[config.mk]
export PLATFORM = sky130hd
export DESIGN_NAME = uesi_dev_flat
export DESIGN_NICKNAME = d
export VERILOG_FILES = /design/src/core/uesi_pkg.sv /design/src/core/uesi_if.sv /design/src/core/uesi_dev.sv /design/src/flat_wrapper.sv
export VERILOG_INCLUDE_DIRS = /design/src /design/src/core
export SDC_FILE = /design/constraint.sdc
export NUM_CORES = 1
export LEC_CHECK = 0
export ABC_AREA = 1
export BUFFER_PORTS_ARGS = -buffer_cell sky130_fd_sc_hd__buf_2
export CAP_MARGIN = 20
export CORE_UTILIZATION = 40
export CTS_CLUSTER_DIAMETER = 120
export DETAILED_ROUTE_END_ITERATION = 10
export GPL_TIMING_DRIVEN = 0
export HOLD_SLACK_MARGIN = 0.08
export PLACE_DENSITY = 0.74
export SYNTH_ARGS = -nofsm -noshare
export SYNTH_HDL_FRONTEND = slang
export SYNTH_SLANG_ARGS = --single-unit
[constraint.sdc]
create_clock -name clk_in -period 3.6 [get_ports clk_in]
set_input_delay 0 -clock clk_in [delete_from_list [all_inputs] [get_ports clk_in]]
set_output_delay 0 -clock clk_in [all_outputs]
set_load 0.005 [all_outputs]
[src/core/uesi_regs.svh]
/*
  Register offsets, bit positions and reset values of the endpoint status block
  and of its controller. Assumes inclusion by bare name from core/.
*/
`ifndef UESI_REGS_SVH
`define UESI_REGS_SVH

// ---------------------------------------------------------------
// Device register offsets
// ---------------------------------------------------------------
`define UESI_SELECT_ADDR 8'hc7
`define UESI_IRQ_EN_ADDR 8'hc2
`define UESI_STATUS_ADDR 8'hce
`define UESI_FIFO_RST_ADDR 8'hd5
`define UESI_IRQ_FLAGS_ADDR 8'hf8

// ---------------------------------------------------------------
// Status register bit positions
// ---------------------------------------------------------------
`define UESI_ST_STALL_REQ 5
`define UESI_ST_IN_READY 4
`define UESI_ST_STALL_SENT_OR_CRC_ERROR 3
`define UESI_ST_SETUP 2
`define UESI_ST_OUTB0 1
`define UESI_ST_IN_DONE 0
`define UESI_ST_MASK 8'h3f

// ---------------------------------------------------------------
// Common values
// ---------------------------------------------------------------
`define UESI_EP_MASK 8'h07
`define UESI_REG_RESET 8'h00
`define UESI_TYPE_ISO 2'h1
`define UESI_NUM_EP 3

// ---------------------------------------------------------------
// Controller register offsets (software side)
// ---------------------------------------------------------------
`define UESI_H_ADDR 3'h0
`define UESI_H_WRITE 3'h1
`define UESI_H_READ 3'h2
`define UESI_H_RDATA 3'h3
`define UESI_H_STAT 3'h4
`define UESI_H_MASK 3'h5
`define UESI_H_BUSY 3'h6

// Controller event bits
`define UESI_EV_RD_DONE 0
`define UESI_EV_REFUSED 1
`define UESI_EV_DEV_IRQ 2
`define UESI_EV_DROPPED 3

`endif

[src/core/uesi_pkg.sv]
/*
  Types shared by both ends of the endpoint status block.
  Assumes uesi_regs.svh for the numeric constants.
*/
package uesi_pkg;

  // Controller sequencer states, one-hot
  typedef enum logic [3:0] {
    UESI_IDLE = 4'b0001,
    UESI_RWAIT = 4'b0010,
    UESI_RDATA = 4'b0100,
    UESI_CLEAR = 4'b1000
  } uesi_hstate_t;

  // Whole state of the device end
  typedef struct packed {
    logic [1:0] select;
    logic [2:0][7:0] status;
    logic [2:0] fifo_rst;
    logic [2:0] irq_flags;
    logic [2:0] irq_en;
    logic [7:0] rdata;
    logic irq;
    logic [2:0] stall;
    logic [2:0] ready;
    logic [2:0] zlp;
    logic [2:0] nak;
  } uesi_dev_state_t;

  // Whole state of the controller end
  typedef struct packed {
    uesi_hstate_t state;
    logic [7:0] dev_addr;
    logic [7:0] pend_data;
    logic pend_wr;
    logic [7:0] rdata;
    logic [3:0] stat;
    logic [3:0] mask;
    logic [7:0] sw_rdata;
    logic irq;
    logic [7:0] bus_addr;
    logic [7:0] bus_wdata;
    logic bus_wr;
    logic bus_rd;
  } uesi_host_state_t;

endpackage

[src/core/uesi_if.sv]
/*
  Register link between the endpoint status block and its controller.
  Assumes both ends share one clock; the bench joins the two modports.
*/
`timescale 1ns/1ps
interface uesi_if;
  logic [7:0] addr;
  logic [7:0] wdata;
  logic wr;
  logic rd;
  logic [7:0] rdata;
  logic irq;

  modport dev (input addr, input wdata, input wr, input rd, output rdata, output irq);
  modport host (output addr, output wdata, output wr, output rd, input rdata, input irq);
endinterface

[src/core/uesi_dev.sv]
/*
  Endpoint status, handshake control and interrupt flags for three endpoints.
  Assumes transaction events from the serial engine on the same clock, one
  event group per cycle for the endpoint on ev_ep_in, and a controller on the
  register link that keeps the firmware obligations.
*/
// Notes on behaviour
// - Stall request forces STALL on next handshake
// - Firmware loads IN data only while ready clear
// - Ready with empty FIFO sends zero-length packet
// - Ready cleared on send (iso) or ACK
// - Stall sent sets flag; SETUP clears it
// - Iso: flag marks CRC error, cleared by good data
// - SETUP sets flag, clears all other status bits
// - Firmware clears setup flag after reading data
// - Bank 0 flag set; NAK until cleared, not iso
// - Early SETUP may overwrite unread bank 0
// - Firmware clears bank 0 flag after reading
// - IN complete set on send (iso) or ACK
// - Firmware clears IN complete before next ready
// - FIFO reset bits 0..2, set then clear
// - Reserved bits 7..3 read zero, never written
// - Endpoint flag set on enabled event, software clears
// - Status acts on the selected endpoint
// - Enable bits 0..2 gate endpoint flags
`timescale 1ns/1ps
`include "uesi_regs.svh"
module uesi_dev (
  input wire logic clk_in,
  input wire logic reset_in,
  uesi_if.dev bus,
  input wire logic [1:0] ev_ep_in,
  input wire logic ev_setup_in,
  input wire logic ev_out_stored_in,
  input wire logic ev_out_crc_err_in,
  input wire logic ev_in_sent_in,
  input wire logic ev_in_acked_in,
  input wire logic ev_stall_sent_in,
  input wire logic [5:0] ep_types_in,
  input wire logic [2:0] fifo_empty_in,
  output logic [2:0] stall_out,
  output logic [2:0] in_ready_out,
  output logic [2:0] zlp_out,
  output logic [2:0] out_nak_out,
  output logic [2:0] fifo_reset_out
);
  import uesi_pkg::*;

  // ---------------------------------------------------------------
  // Helpers
  // ---------------------------------------------------------------

  // Isochronous type check, used for every endpoint
  function automatic logic is_iso(input logic [5:0] types, input int ep);
    logic [1:0] t;
    t = types[ep*2 +: 2];
    return t == `UESI_TYPE_ISO;
  endfunction

  // Event addressed to endpoint ep
  function automatic logic ep_hit(input logic [1:0] sel, input int ep);
    return sel == ep[1:0];
  endfunction

  // Status byte of the selected endpoint; index 3 reads as zero
  function automatic logic [7:0] sel_status(input uesi_dev_state_t st);
    logic [7:0] v;
    v = 8'h00;
    if (st.select < 2'd3) begin
      v = st.status[st.select] & `UESI_ST_MASK;
    end
    return v;
  endfunction

  // ---------------------------------------------------------------
  // State
  // ---------------------------------------------------------------
  uesi_dev_state_t s_ff;
  uesi_dev_state_t nxt_s;
  logic [2:0] trig;
  logic iso;

  // Next-state logic: register access first, then hardware events so
  // that a set arriving with a software clear is never lost
  always_comb begin
    nxt_s = s_ff;
    trig = 3'h0;
    iso = 1'b0;
    nxt_s.rdata = 8'h00;

    // Read answer, valid only in the cycle after the strobe
    if (bus.rd) begin
      case (bus.addr)
        `UESI_SELECT_ADDR: begin
          nxt_s.rdata = {6'h00, s_ff.select};
        end
        `UESI_STATUS_ADDR: begin
          nxt_s.rdata = sel_status(s_ff);
        end
        `UESI_FIFO_RST_ADDR: begin
          nxt_s.rdata = {5'h00, s_ff.fifo_rst};
        end
        `UESI_IRQ_FLAGS_ADDR: begin
          nxt_s.rdata = {5'h00, s_ff.irq_flags};
        end
        `UESI_IRQ_EN_ADDR: begin
          nxt_s.rdata = {5'h00, s_ff.irq_en};
        end
        default: begin
          nxt_s.rdata = 8'h00;
        end
      endcase
    end

    // Register writes
    if (bus.wr) begin
      case (bus.addr)
        `UESI_SELECT_ADDR: begin
          nxt_s.select = bus.wdata[1:0];
        end
        `UESI_STATUS_ADDR: begin
          // Writes to endpoint index 3 land nowhere
          if (s_ff.select < 2'd3) begin
            nxt_s.status[s_ff.select] = bus.wdata & `UESI_ST_MASK;
          end
        end
        `UESI_FIFO_RST_ADDR: begin
          nxt_s.fifo_rst = bus.wdata[2:0];
        end
        `UESI_IRQ_FLAGS_ADDR: begin
          // Writing zero clears a flag, writing one keeps it
          nxt_s.irq_flags = s_ff.irq_flags & bus.wdata[2:0];
        end
        `UESI_IRQ_EN_ADDR: begin
          nxt_s.irq_en = bus.wdata[2:0];
        end
        default: begin
          nxt_s.select = s_ff.select;
        end
      endcase
    end

    // Transaction events per endpoint
    for (int e = 0; e < `UESI_NUM_EP; e++) begin
      iso = is_iso(ep_types_in, e);
      if (ep_hit(ev_ep_in, e)) begin
        if (ev_setup_in) begin
          // Accepted even while bank 0 is full on a control endpoint
          nxt_s.status[e] = 8'h00;
          nxt_s.status[e][`UESI_ST_SETUP] = 1'b1;
          trig[e] = 1'b1;
        end else begin
          if (iso ? ev_in_sent_in : ev_in_acked_in) begin
            nxt_s.status[e][`UESI_ST_IN_READY] = 1'b0;
            nxt_s.status[e][`UESI_ST_IN_DONE] = 1'b1;
            trig[e] = 1'b1;
          end
          if (ev_out_stored_in) begin
            nxt_s.status[e][`UESI_ST_OUTB0] = 1'b1;
            trig[e] = 1'b1;
            if (iso) begin
              nxt_s.status[e][`UESI_ST_STALL_SENT_OR_CRC_ERROR] = 1'b0;
            end
          end
          if (iso && ev_out_crc_err_in) begin
            nxt_s.status[e][`UESI_ST_STALL_SENT_OR_CRC_ERROR] = 1'b1;
            trig[e] = 1'b1;
          end
          if (!iso && ev_stall_sent_in && s_ff.status[e][`UESI_ST_STALL_REQ]) begin
            nxt_s.status[e][`UESI_ST_STALL_SENT_OR_CRC_ERROR] = 1'b1;
            trig[e] = 1'b1;
          end
        end
      end
    end

    // Flags set after the clear so the event wins
    nxt_s.irq_flags = nxt_s.irq_flags | (trig & s_ff.irq_en);
    nxt_s.irq = |nxt_s.irq_flags;

    // Handshake steering, registered so outputs come from flops
    for (int e = 0; e < `UESI_NUM_EP; e++) begin
      iso = is_iso(ep_types_in, e);
      nxt_s.stall[e] = nxt_s.status[e][`UESI_ST_STALL_REQ];
      nxt_s.ready[e] = nxt_s.status[e][`UESI_ST_IN_READY];
      // Ready with nothing loaded means a zero-length packet
      nxt_s.zlp[e] = nxt_s.status[e][`UESI_ST_IN_READY] & fifo_empty_in[e];
      nxt_s.nak[e] = nxt_s.status[e][`UESI_ST_OUTB0] & ~iso;
    end
  end

  // ---------------------------------------------------------------
  // State register
  // ---------------------------------------------------------------

  // Synchronous reset to all zero
  always_ff @(posedge clk_in) begin
    if (reset_in) begin
      s_ff <= '0;
    end else begin
      s_ff <= nxt_s;
    end
  end

  // ---------------------------------------------------------------
  // Outputs
  // ---------------------------------------------------------------

  // Straight from the state flops
  assign bus.rdata = s_ff.rdata;
  assign bus.irq = s_ff.irq;
  assign stall_out = s_ff.stall;
  assign in_ready_out = s_ff.ready;
  assign zlp_out = s_ff.zlp;
  assign out_nak_out = s_ff.nak;
  assign fifo_reset_out = s_ff.fifo_rst;

endmodule

[src/flat_wrapper.sv]
// flat-port wrapper written by rule: the top's interface ports become plain ports
module uesi_dev_flat import uesi_pkg::*;
  (clk_in, reset_in, ev_ep_in, ev_setup_in, ev_out_stored_in, ev_out_crc_err_in, ev_in_sent_in, ev_in_acked_in, ev_stall_sent_in, ep_types_in, fifo_empty_in, stall_out, in_ready_out, zlp_out, out_nak_out, fifo_reset_out, bus_addr, bus_wdata, bus_wr, bus_rd, bus_rdata, bus_irq);
  uesi_if bus_i ();
  input wire logic clk_in;
  input wire logic reset_in;
  input wire logic [1:0] ev_ep_in;
  input wire logic ev_setup_in;
  input wire logic ev_out_stored_in;
  input wire logic ev_out_crc_err_in;
  input wire logic ev_in_sent_in;
  input wire logic ev_in_acked_in;
  input wire logic ev_stall_sent_in;
  input wire logic [5:0] ep_types_in;
  input wire logic [2:0] fifo_empty_in;
  output logic [2:0] stall_out;
  output logic [2:0] in_ready_out;
  output logic [2:0] zlp_out;
  output logic [2:0] out_nak_out;
  output logic [2:0] fifo_reset_out;
  input wire logic [$bits(bus_i.addr)-1:0] bus_addr;
  input wire logic [$bits(bus_i.wdata)-1:0] bus_wdata;
  input wire logic [$bits(bus_i.wr)-1:0] bus_wr;
  input wire logic [$bits(bus_i.rd)-1:0] bus_rd;
  output wire logic [$bits(bus_i.rdata)-1:0] bus_rdata;
  output wire logic [$bits(bus_i.irq)-1:0] bus_irq;
  assign bus_i.addr = bus_addr;
  assign bus_i.wdata = bus_wdata;
  assign bus_i.wr = bus_wr;
  assign bus_i.rd = bus_rd;
  assign bus_rdata = bus_i.rdata;
  assign bus_irq = bus_i.irq;
  uesi_dev u_core (.clk_in(clk_in), .reset_in(reset_in), .bus(bus_i), .ev_ep_in(ev_ep_in), .ev_setup_in(ev_setup_in), .ev_out_stored_in(ev_out_stored_in), .ev_out_crc_err_in(ev_out_crc_err_in), .ev_in_sent_in(ev_in_sent_in), .ev_in_acked_in(ev_in_acked_in), .ev_stall_sent_in(ev_stall_sent_in), .ep_types_in(ep_types_in), .fifo_empty_in(fifo_empty_in), .stall_out(stall_out), .in_ready_out(in_ready_out), .zlp_out(zlp_out), .out_nak_out(out_nak_out), .fifo_reset_out(fifo_reset_out));
endmodule
# ---- Word level (Yosys, flattened, before mapping)
# Index checks and enable logic that the tools add are counted.
# Widths: inputs -> output; s select.
dict set report word_totals {
  reg_bits 56
  in_bits 37
  wordCells 128
}
dict set report op_classes {
  order_cmp 3
  n_eq_ne 10
  n_mux 70
  n_bitwise 13
  n_reduce_logical 19
}
# op n
set op_table {}
lappend op_table {{$mux 24} 2}
lappend op_table {{$mux 1} 45}
lappend op_table {{$eq 8x8->1 const B} 5}
lappend op_table {{$mux 33} 1}
lappend op_table {{$mux 8} 4}
lappend op_table {{$pmux 6 s5} 1}
lappend op_table {{$bwmux 24} 1}
lappend op_table {{$mux 3} 6}
lappend op_table {{$bmux 8 s2} 1}
lappend op_table {{$demux 8 s2} 1}
lappend op_table {{$mux 2} 6}
lappend op_table {{$mux 6} 2}
lappend op_table {{$logic_and 1x1->1} 10}
lappend op_table {{$eq 2x1->1 const B} 4}
lappend op_table {{$and 1x1->1} 6}
lappend op_table {{$and 3x3->3} 2}
lappend op_table {{$reduce_and 2->1} 3}
lappend op_table {{$not 1->1} 4}
lappend op_table {{$logic_not 1->1} 3}
lappend op_table {{$lt 2x3->1 const B} 1}
lappend op_table {{$or 3x3->3} 1}
lappend op_table {{$reduce_or 3->1} 1}
lappend op_table {{$eq 2x2->1 const B} 1}
lappend op_table {{$ge 2x1->1 const B} 1}
lappend op_table {{3 further kinds} 3}

# ---- Depth between registers and ports, before layout
dict set report depth {
  word_depth 15
  depth_mapped 10
  mapped_depth_nobuf 10
}

# ---- Worst setup path after synthesis
# No wires, ideal clock.
dict set report synth_path {
  kind {register to register}
  start {reg u_core.s_ff[55] (netlist bit)}
  end {reg u_core.s_ff[46] (netlist bit)}
  arrival_time_ps 1151
  setup_slack_ps 2340
  stages_incl_launch_ff 10
  path_buffers 0
  synth_period_minus_slack_ps 1260
  path_cell_list {dfxtp_1 > inv_2 > nor2_4 > inv_2 > nor2_4 > nand2_4 > a21oi_2 > nand2_1 > nand2_1 > inv_1}
}
dict set report synth_between {
  elab_chain_cells 11
  elab_cells_between_ends 13
}
# element line
set synth_lines {}
lappend synth_lines {{start, declared} uesi_dev.sv:78} ;# uesi_dev_state_t s_ff;
lappend synth_lines {{start signal, assigned} uesi_dev.sv:201} ;# s_ff <= nxt_s;
lappend synth_lines {{$lt 2x3->1 / $ge 2x1->1 (equally long branches)} --}
lappend synth_lines {{$logic_and 1x1->1 (no source line)} --}
lappend synth_lines {{$mux 8 (no source line)} --}
lappend synth_lines {{$demux 8 s2 (no source line)} --}
lappend synth_lines {{$bwmux 24 (no source line)} --}
lappend synth_lines {{$mux 24 (*)} uesi_dev.sv:123} ;# if (s_ff.select < 2'd3) begin
lappend synth_lines {{$mux 24 (*)} uesi_dev.sv:117} ;# case (bus.addr)
lappend synth_lines {{$mux 33 (*)} uesi_dev.sv:116} ;# if (bus.wr) begin
lappend synth_lines {{$mux 1} uesi_dev.sv:153} ;# if (iso ? ev_in_sent_in : ev_in_acked_in) begin
lappend synth_lines {{$mux 2} uesi_dev.sv:147} ;# if (ev_setup_in) begin
lappend synth_lines {{$mux 8 (*)} uesi_dev.sv:146} ;# if (ep_hit(ev_ep_in, e)) begin
# Every way passes the cells marked *; elsewhere a longest branch is shown, timed or not.
# A chain may end at the register's enable or synchronous reset.

# ---- Worst setup path after layout
dict set report layout_path {
  start {reg u_core.s_ff[54] (netlist bit)}
  end {reg u_core.s_ff (netlist bit u_core.zlp_out[0])}
}
dict set report layout_between {
  elab_chain_cells 12
  elab_cells_between_ends 14
}
# element line
set layout_lines {}
lappend layout_lines {{$lt 2x3->1 / $ge 2x1->1 (equally long branches)} --}
lappend layout_lines {{$logic_and 1x1->1 (no source line)} --}
lappend layout_lines {{$mux 8 (no source line)} --}
lappend layout_lines {{$demux 8 s2 (no source line)} --}
lappend layout_lines {{$bwmux 24 (no source line)} --}
lappend layout_lines {{$mux 24 (*)} uesi_dev.sv:123}
lappend layout_lines {{$mux 24 (*)} uesi_dev.sv:117}
lappend layout_lines {{$mux 33 (*)} uesi_dev.sv:116}
lappend layout_lines {{$mux 1} uesi_dev.sv:153}
lappend layout_lines {{$mux 2} uesi_dev.sv:147}
lappend layout_lines {{$mux 8 (*)} uesi_dev.sv:146}
lappend layout_lines {{$and 1x1->1 (*)} uesi_dev.sv:187} ;# nxt_s.zlp[e] = nxt_s.status[e][`UESI_ST_IN_READY] & fifo_empty_in[e];
# Marked as above.

==> impl_metrics.csv <==
group,metric,value,unit
final_layout,diodes,0,
floorplan,core_area,5920,um^2
routing,drtAntennaViolNets,0,
placement,dp_cells,503,
final_layout,fin_cells,522,
sta,hold_viol,0,
power,peakVddDrop,135,uV
routing,wl_per_cell,12.1,um
critical_path,cp.required,3.84,ns
synth,synth_seq_area_share,34.1,%
clock_network,cts_root_buf,"clkbuf_8",
synth,synthesis.area,2460,um^2
critical_path,r2r_cells,8,
placement,pre_cts_ws,2.09,ns
run,cap_violations,0,
clock_network,ctsResizeCount,0,
synth,synth_commonest_cells,"102 x nand2_1, 52 x inv_1, 49 x nand3_1",
grt,first_global_vias,2228,
power,totalPowerFinal,887,uW
grt,grt_pass1_wl,10300,um
synth,synth-main-ff-cell,"dfxtp_1",
synth,ys_ff_latch,42,
routing,post-route-drc-count,0,
routing,vias,2533,
sta,period_minus_slack,2.06,ns
critical_path,crit_type,"reg -> reg",
sta,worst_pin_slew,0.617,ns
clock_network,numCtsBuffers,5,
final_layout,drive_gt1_share,26.4,%
synth,synth_cells,371,
floorplan,die-area,6480,um^2
floorplan,die_w,80.5,um
critical_path,cp_cell_sequence,"nor2_2 -> inv_2 -> nor2_4 -> nand2_2 -> nand2_1 -> nand3_1 -> nor3_2 -> dlygate4sd3_1",
floorplan,start_util,41.6,%
sta,rsz0062_at_grt,"no",
sta,max_freq,0.485,GHz
grt,antenna_found_initial,0,
clock_network,h-tree-depth,2,
clock_network,cts_hold_buf,13,
sta,min_period_over_period,57.3,%
power,pwr_density_cell,291,nW/um^2
placement,port_buffers,56,
final_layout,nFillCells,617,
clock_network,path_clk_slew,0.08,ns
clock_network,cts_sinks,42,
floorplan,design.portCount,61,
grt,grt_max_degree,12,
sta,slew_viol_final,0,
run_status,run_status,"finished, final reports clean",
power,cellLeakagePower,0.00171,uW
placement,gp_congestion,0.897,
critical_path,max_stage_delay,0.55,ns
routing,drtIter0Drc,208,
sta,setup-tns-final,0,ns
floorplan,die_h,80.5,um
clock_network,clk-insertion-delay-late,0.29,ns
synth,yosysMostFrequentCell,"nand2_1",
final_layout,fin_area,3050,um^2
sta,fin_ws,1.54,ns
sta,setup_viol,0,
min_path,hold_start,"ep_types_in[0]",
final_layout,area_growth,24.0,%
synth,synth.avg_cell_area,6.64,um^2
min_path,hold_class,"in -> reg",
routing,dr.pass1.iters,5,
critical_path,critPathArrivalTime,2.30,ns
critical_path,rr_startpoint,"u_core.s_ff[54]",
final_layout,finalNetCount,485,
routing,via_per_inst,4.85,
placement,post_dp_cell_area,2840,um^2
synth,yosysWarnings,0,
critical_path,rrSetupSlack,1.54,ns
floorplan,rows,28,
critical_path,cp-start-kind,"flop",
critical_path,slowest_stage,"dlygate4sd3_1",
synth,synthTopCellsByArea,"dfxtp_1 34%, nand2_1 16%, nand3_1 10%",
critical_path,r2r_end,"u_core.zlp_out[0]",
routing,routed_wl,6320,um
placement,dpl.hpwl,4830,um
grt,grtUsageTotal,21.0,%
synth,synth_cell_types,33,
sta,slew_headroom,58.5,%
sta,clock_skew,0.00537,ns
synth,ys_async_sr_fraction,0,%
synth,synth_top_cell_by_area,"dfxtp_1",
synth,synth.top_cell.area_share,34.1,%
synth,synth_edf_count,0,
grt,grt.overflow.total,0,
clock_network,cts_tree,"done",
clock_network,cts_setup_buffers,0,
clock_network,clockBufferDepth,2,
critical_path,cp_max_fo,8,
min_path,hold-path-endpoint,"u_core.out_nak_out[0]",
critical_path,endpoint_kind,"flop",
min_path,whs_path_depth,4,
==> registers in the layout, indices dropped and copies added, names as in the netlist <==
| register | flops |
|---|---|
| u_core.bus.irq | 1 |
| u_core.bus.rdata | 6 |
| u_core.fifo_reset_out | 3 |
| u_core.in_ready_out | 2 |
| u_core.out_nak_out | 3 |
| u_core.s_ff | 22 |
| u_core.stall_out | 2 |
| u_core.zlp_out | 3 |
==> power breakdown <==
| part | total [uW] | switching [uW] | internal [uW] |
|---|---|---|---|
| Sequential | 475 | 3.80 | 472 |
| Combinational | 113 | 68.7 | 44.6 |
| Clock | 299 | 151 | 148 |
==> critical path, delay by kind of cell, from the launching register on <==
family | cells | cell delay, ns
and+or+nand+nor | 6 | 0.98
buffers and inverters | 2 | 0.65
DFF | 1 | 0.38
==> layout by cell type (no fill, tap or decap), drive strengths merged <==
cell	instances
nand4	4
inv	57
a21oi	19
o22ai	2
o21bai	1
dlygate4sd3	13
or2	1
o2111ai	1
dfxtp	42
o211ai	2
clkinv	2
conb	2
nand2	107
o21ai	11
buf	83
a22oi	1
clkbuf	6
and2	1
nor2	36
a31oi	3
nor3	4
nand3	49
==> worst max path at each step <==
stage / startpoint / to / slack [ns] / depth (start not counted)
floorplan: u_core.s_ff[55] / u_core.s_ff[46] / 2.34 / 9
global placement: u_core.s_ff[54] / u_core.out_nak_out[0] / 2.09 / 8
detailed placement: u_core.s_ff[54] / u_core.out_nak_out[0] / 2.09 / 8
CTS: u_core.s_ff[54] / u_core.zlp_out[0] / 1.55 / 8
global route: u_core.s_ff[54] / u_core.zlp_out[0] / 1.46 / 7
finish: u_core.s_ff[54] / u_core.zlp_out[0] / 1.54 / 8
==> layout make-up <==
| type | count | area (um^2) | area share, % |
|---|---|---|---|
| repair buffers | 69 | 410 | 13.4 |
| plain buffers | 27 | 208 | 6.80 |
| well taps | 75 | 93.8 | 3.07 |
| flip-flops and latches | 42 | 841 | 27.5 |
| clock buffers | 6 | 82.6 | 2.70 |
| multi-input cells | 244 | 1190 | 39.1 |
| inverters | 59 | 225 | 7.37 |
==> metrics by stage <==
stage               utilization [%]  hold WS [ns]
floorplan                         -        0.0691
global placement               48.0         0.176
detailed placement             48.0         0.178
CTS                            51.6        0.0825
global route                   51.6         0.123
finish                         51.6        0.0804
==> routing by layer <==
layer / share of wire [%] / up-vias / track usage [%]
li1: - / 1297 / -
met1: 45 / 1133 / 27.8
met2: 47 / 92 / 33.2
met3: 5.8 / 11 / 3.98
met4: 2.1 / 0 / 8.57
met5: 0 / - / 0
==> logic make-up (layout without fill, tap and decap cells) <==
group | count (synthesis) | count (layout) | synth area share, %
AOI/OAI and AO/OA | 40 | 40 | 10.4
buffers and inverters | 86 | 161 | 17.6
and+or+nand+nor | 202 | 202 | 37.8
DFF | 42 | 42 | 34.1
other | 1 | 2 | 0.152
No activity file was read; power rests on OpenSTA's default activity.
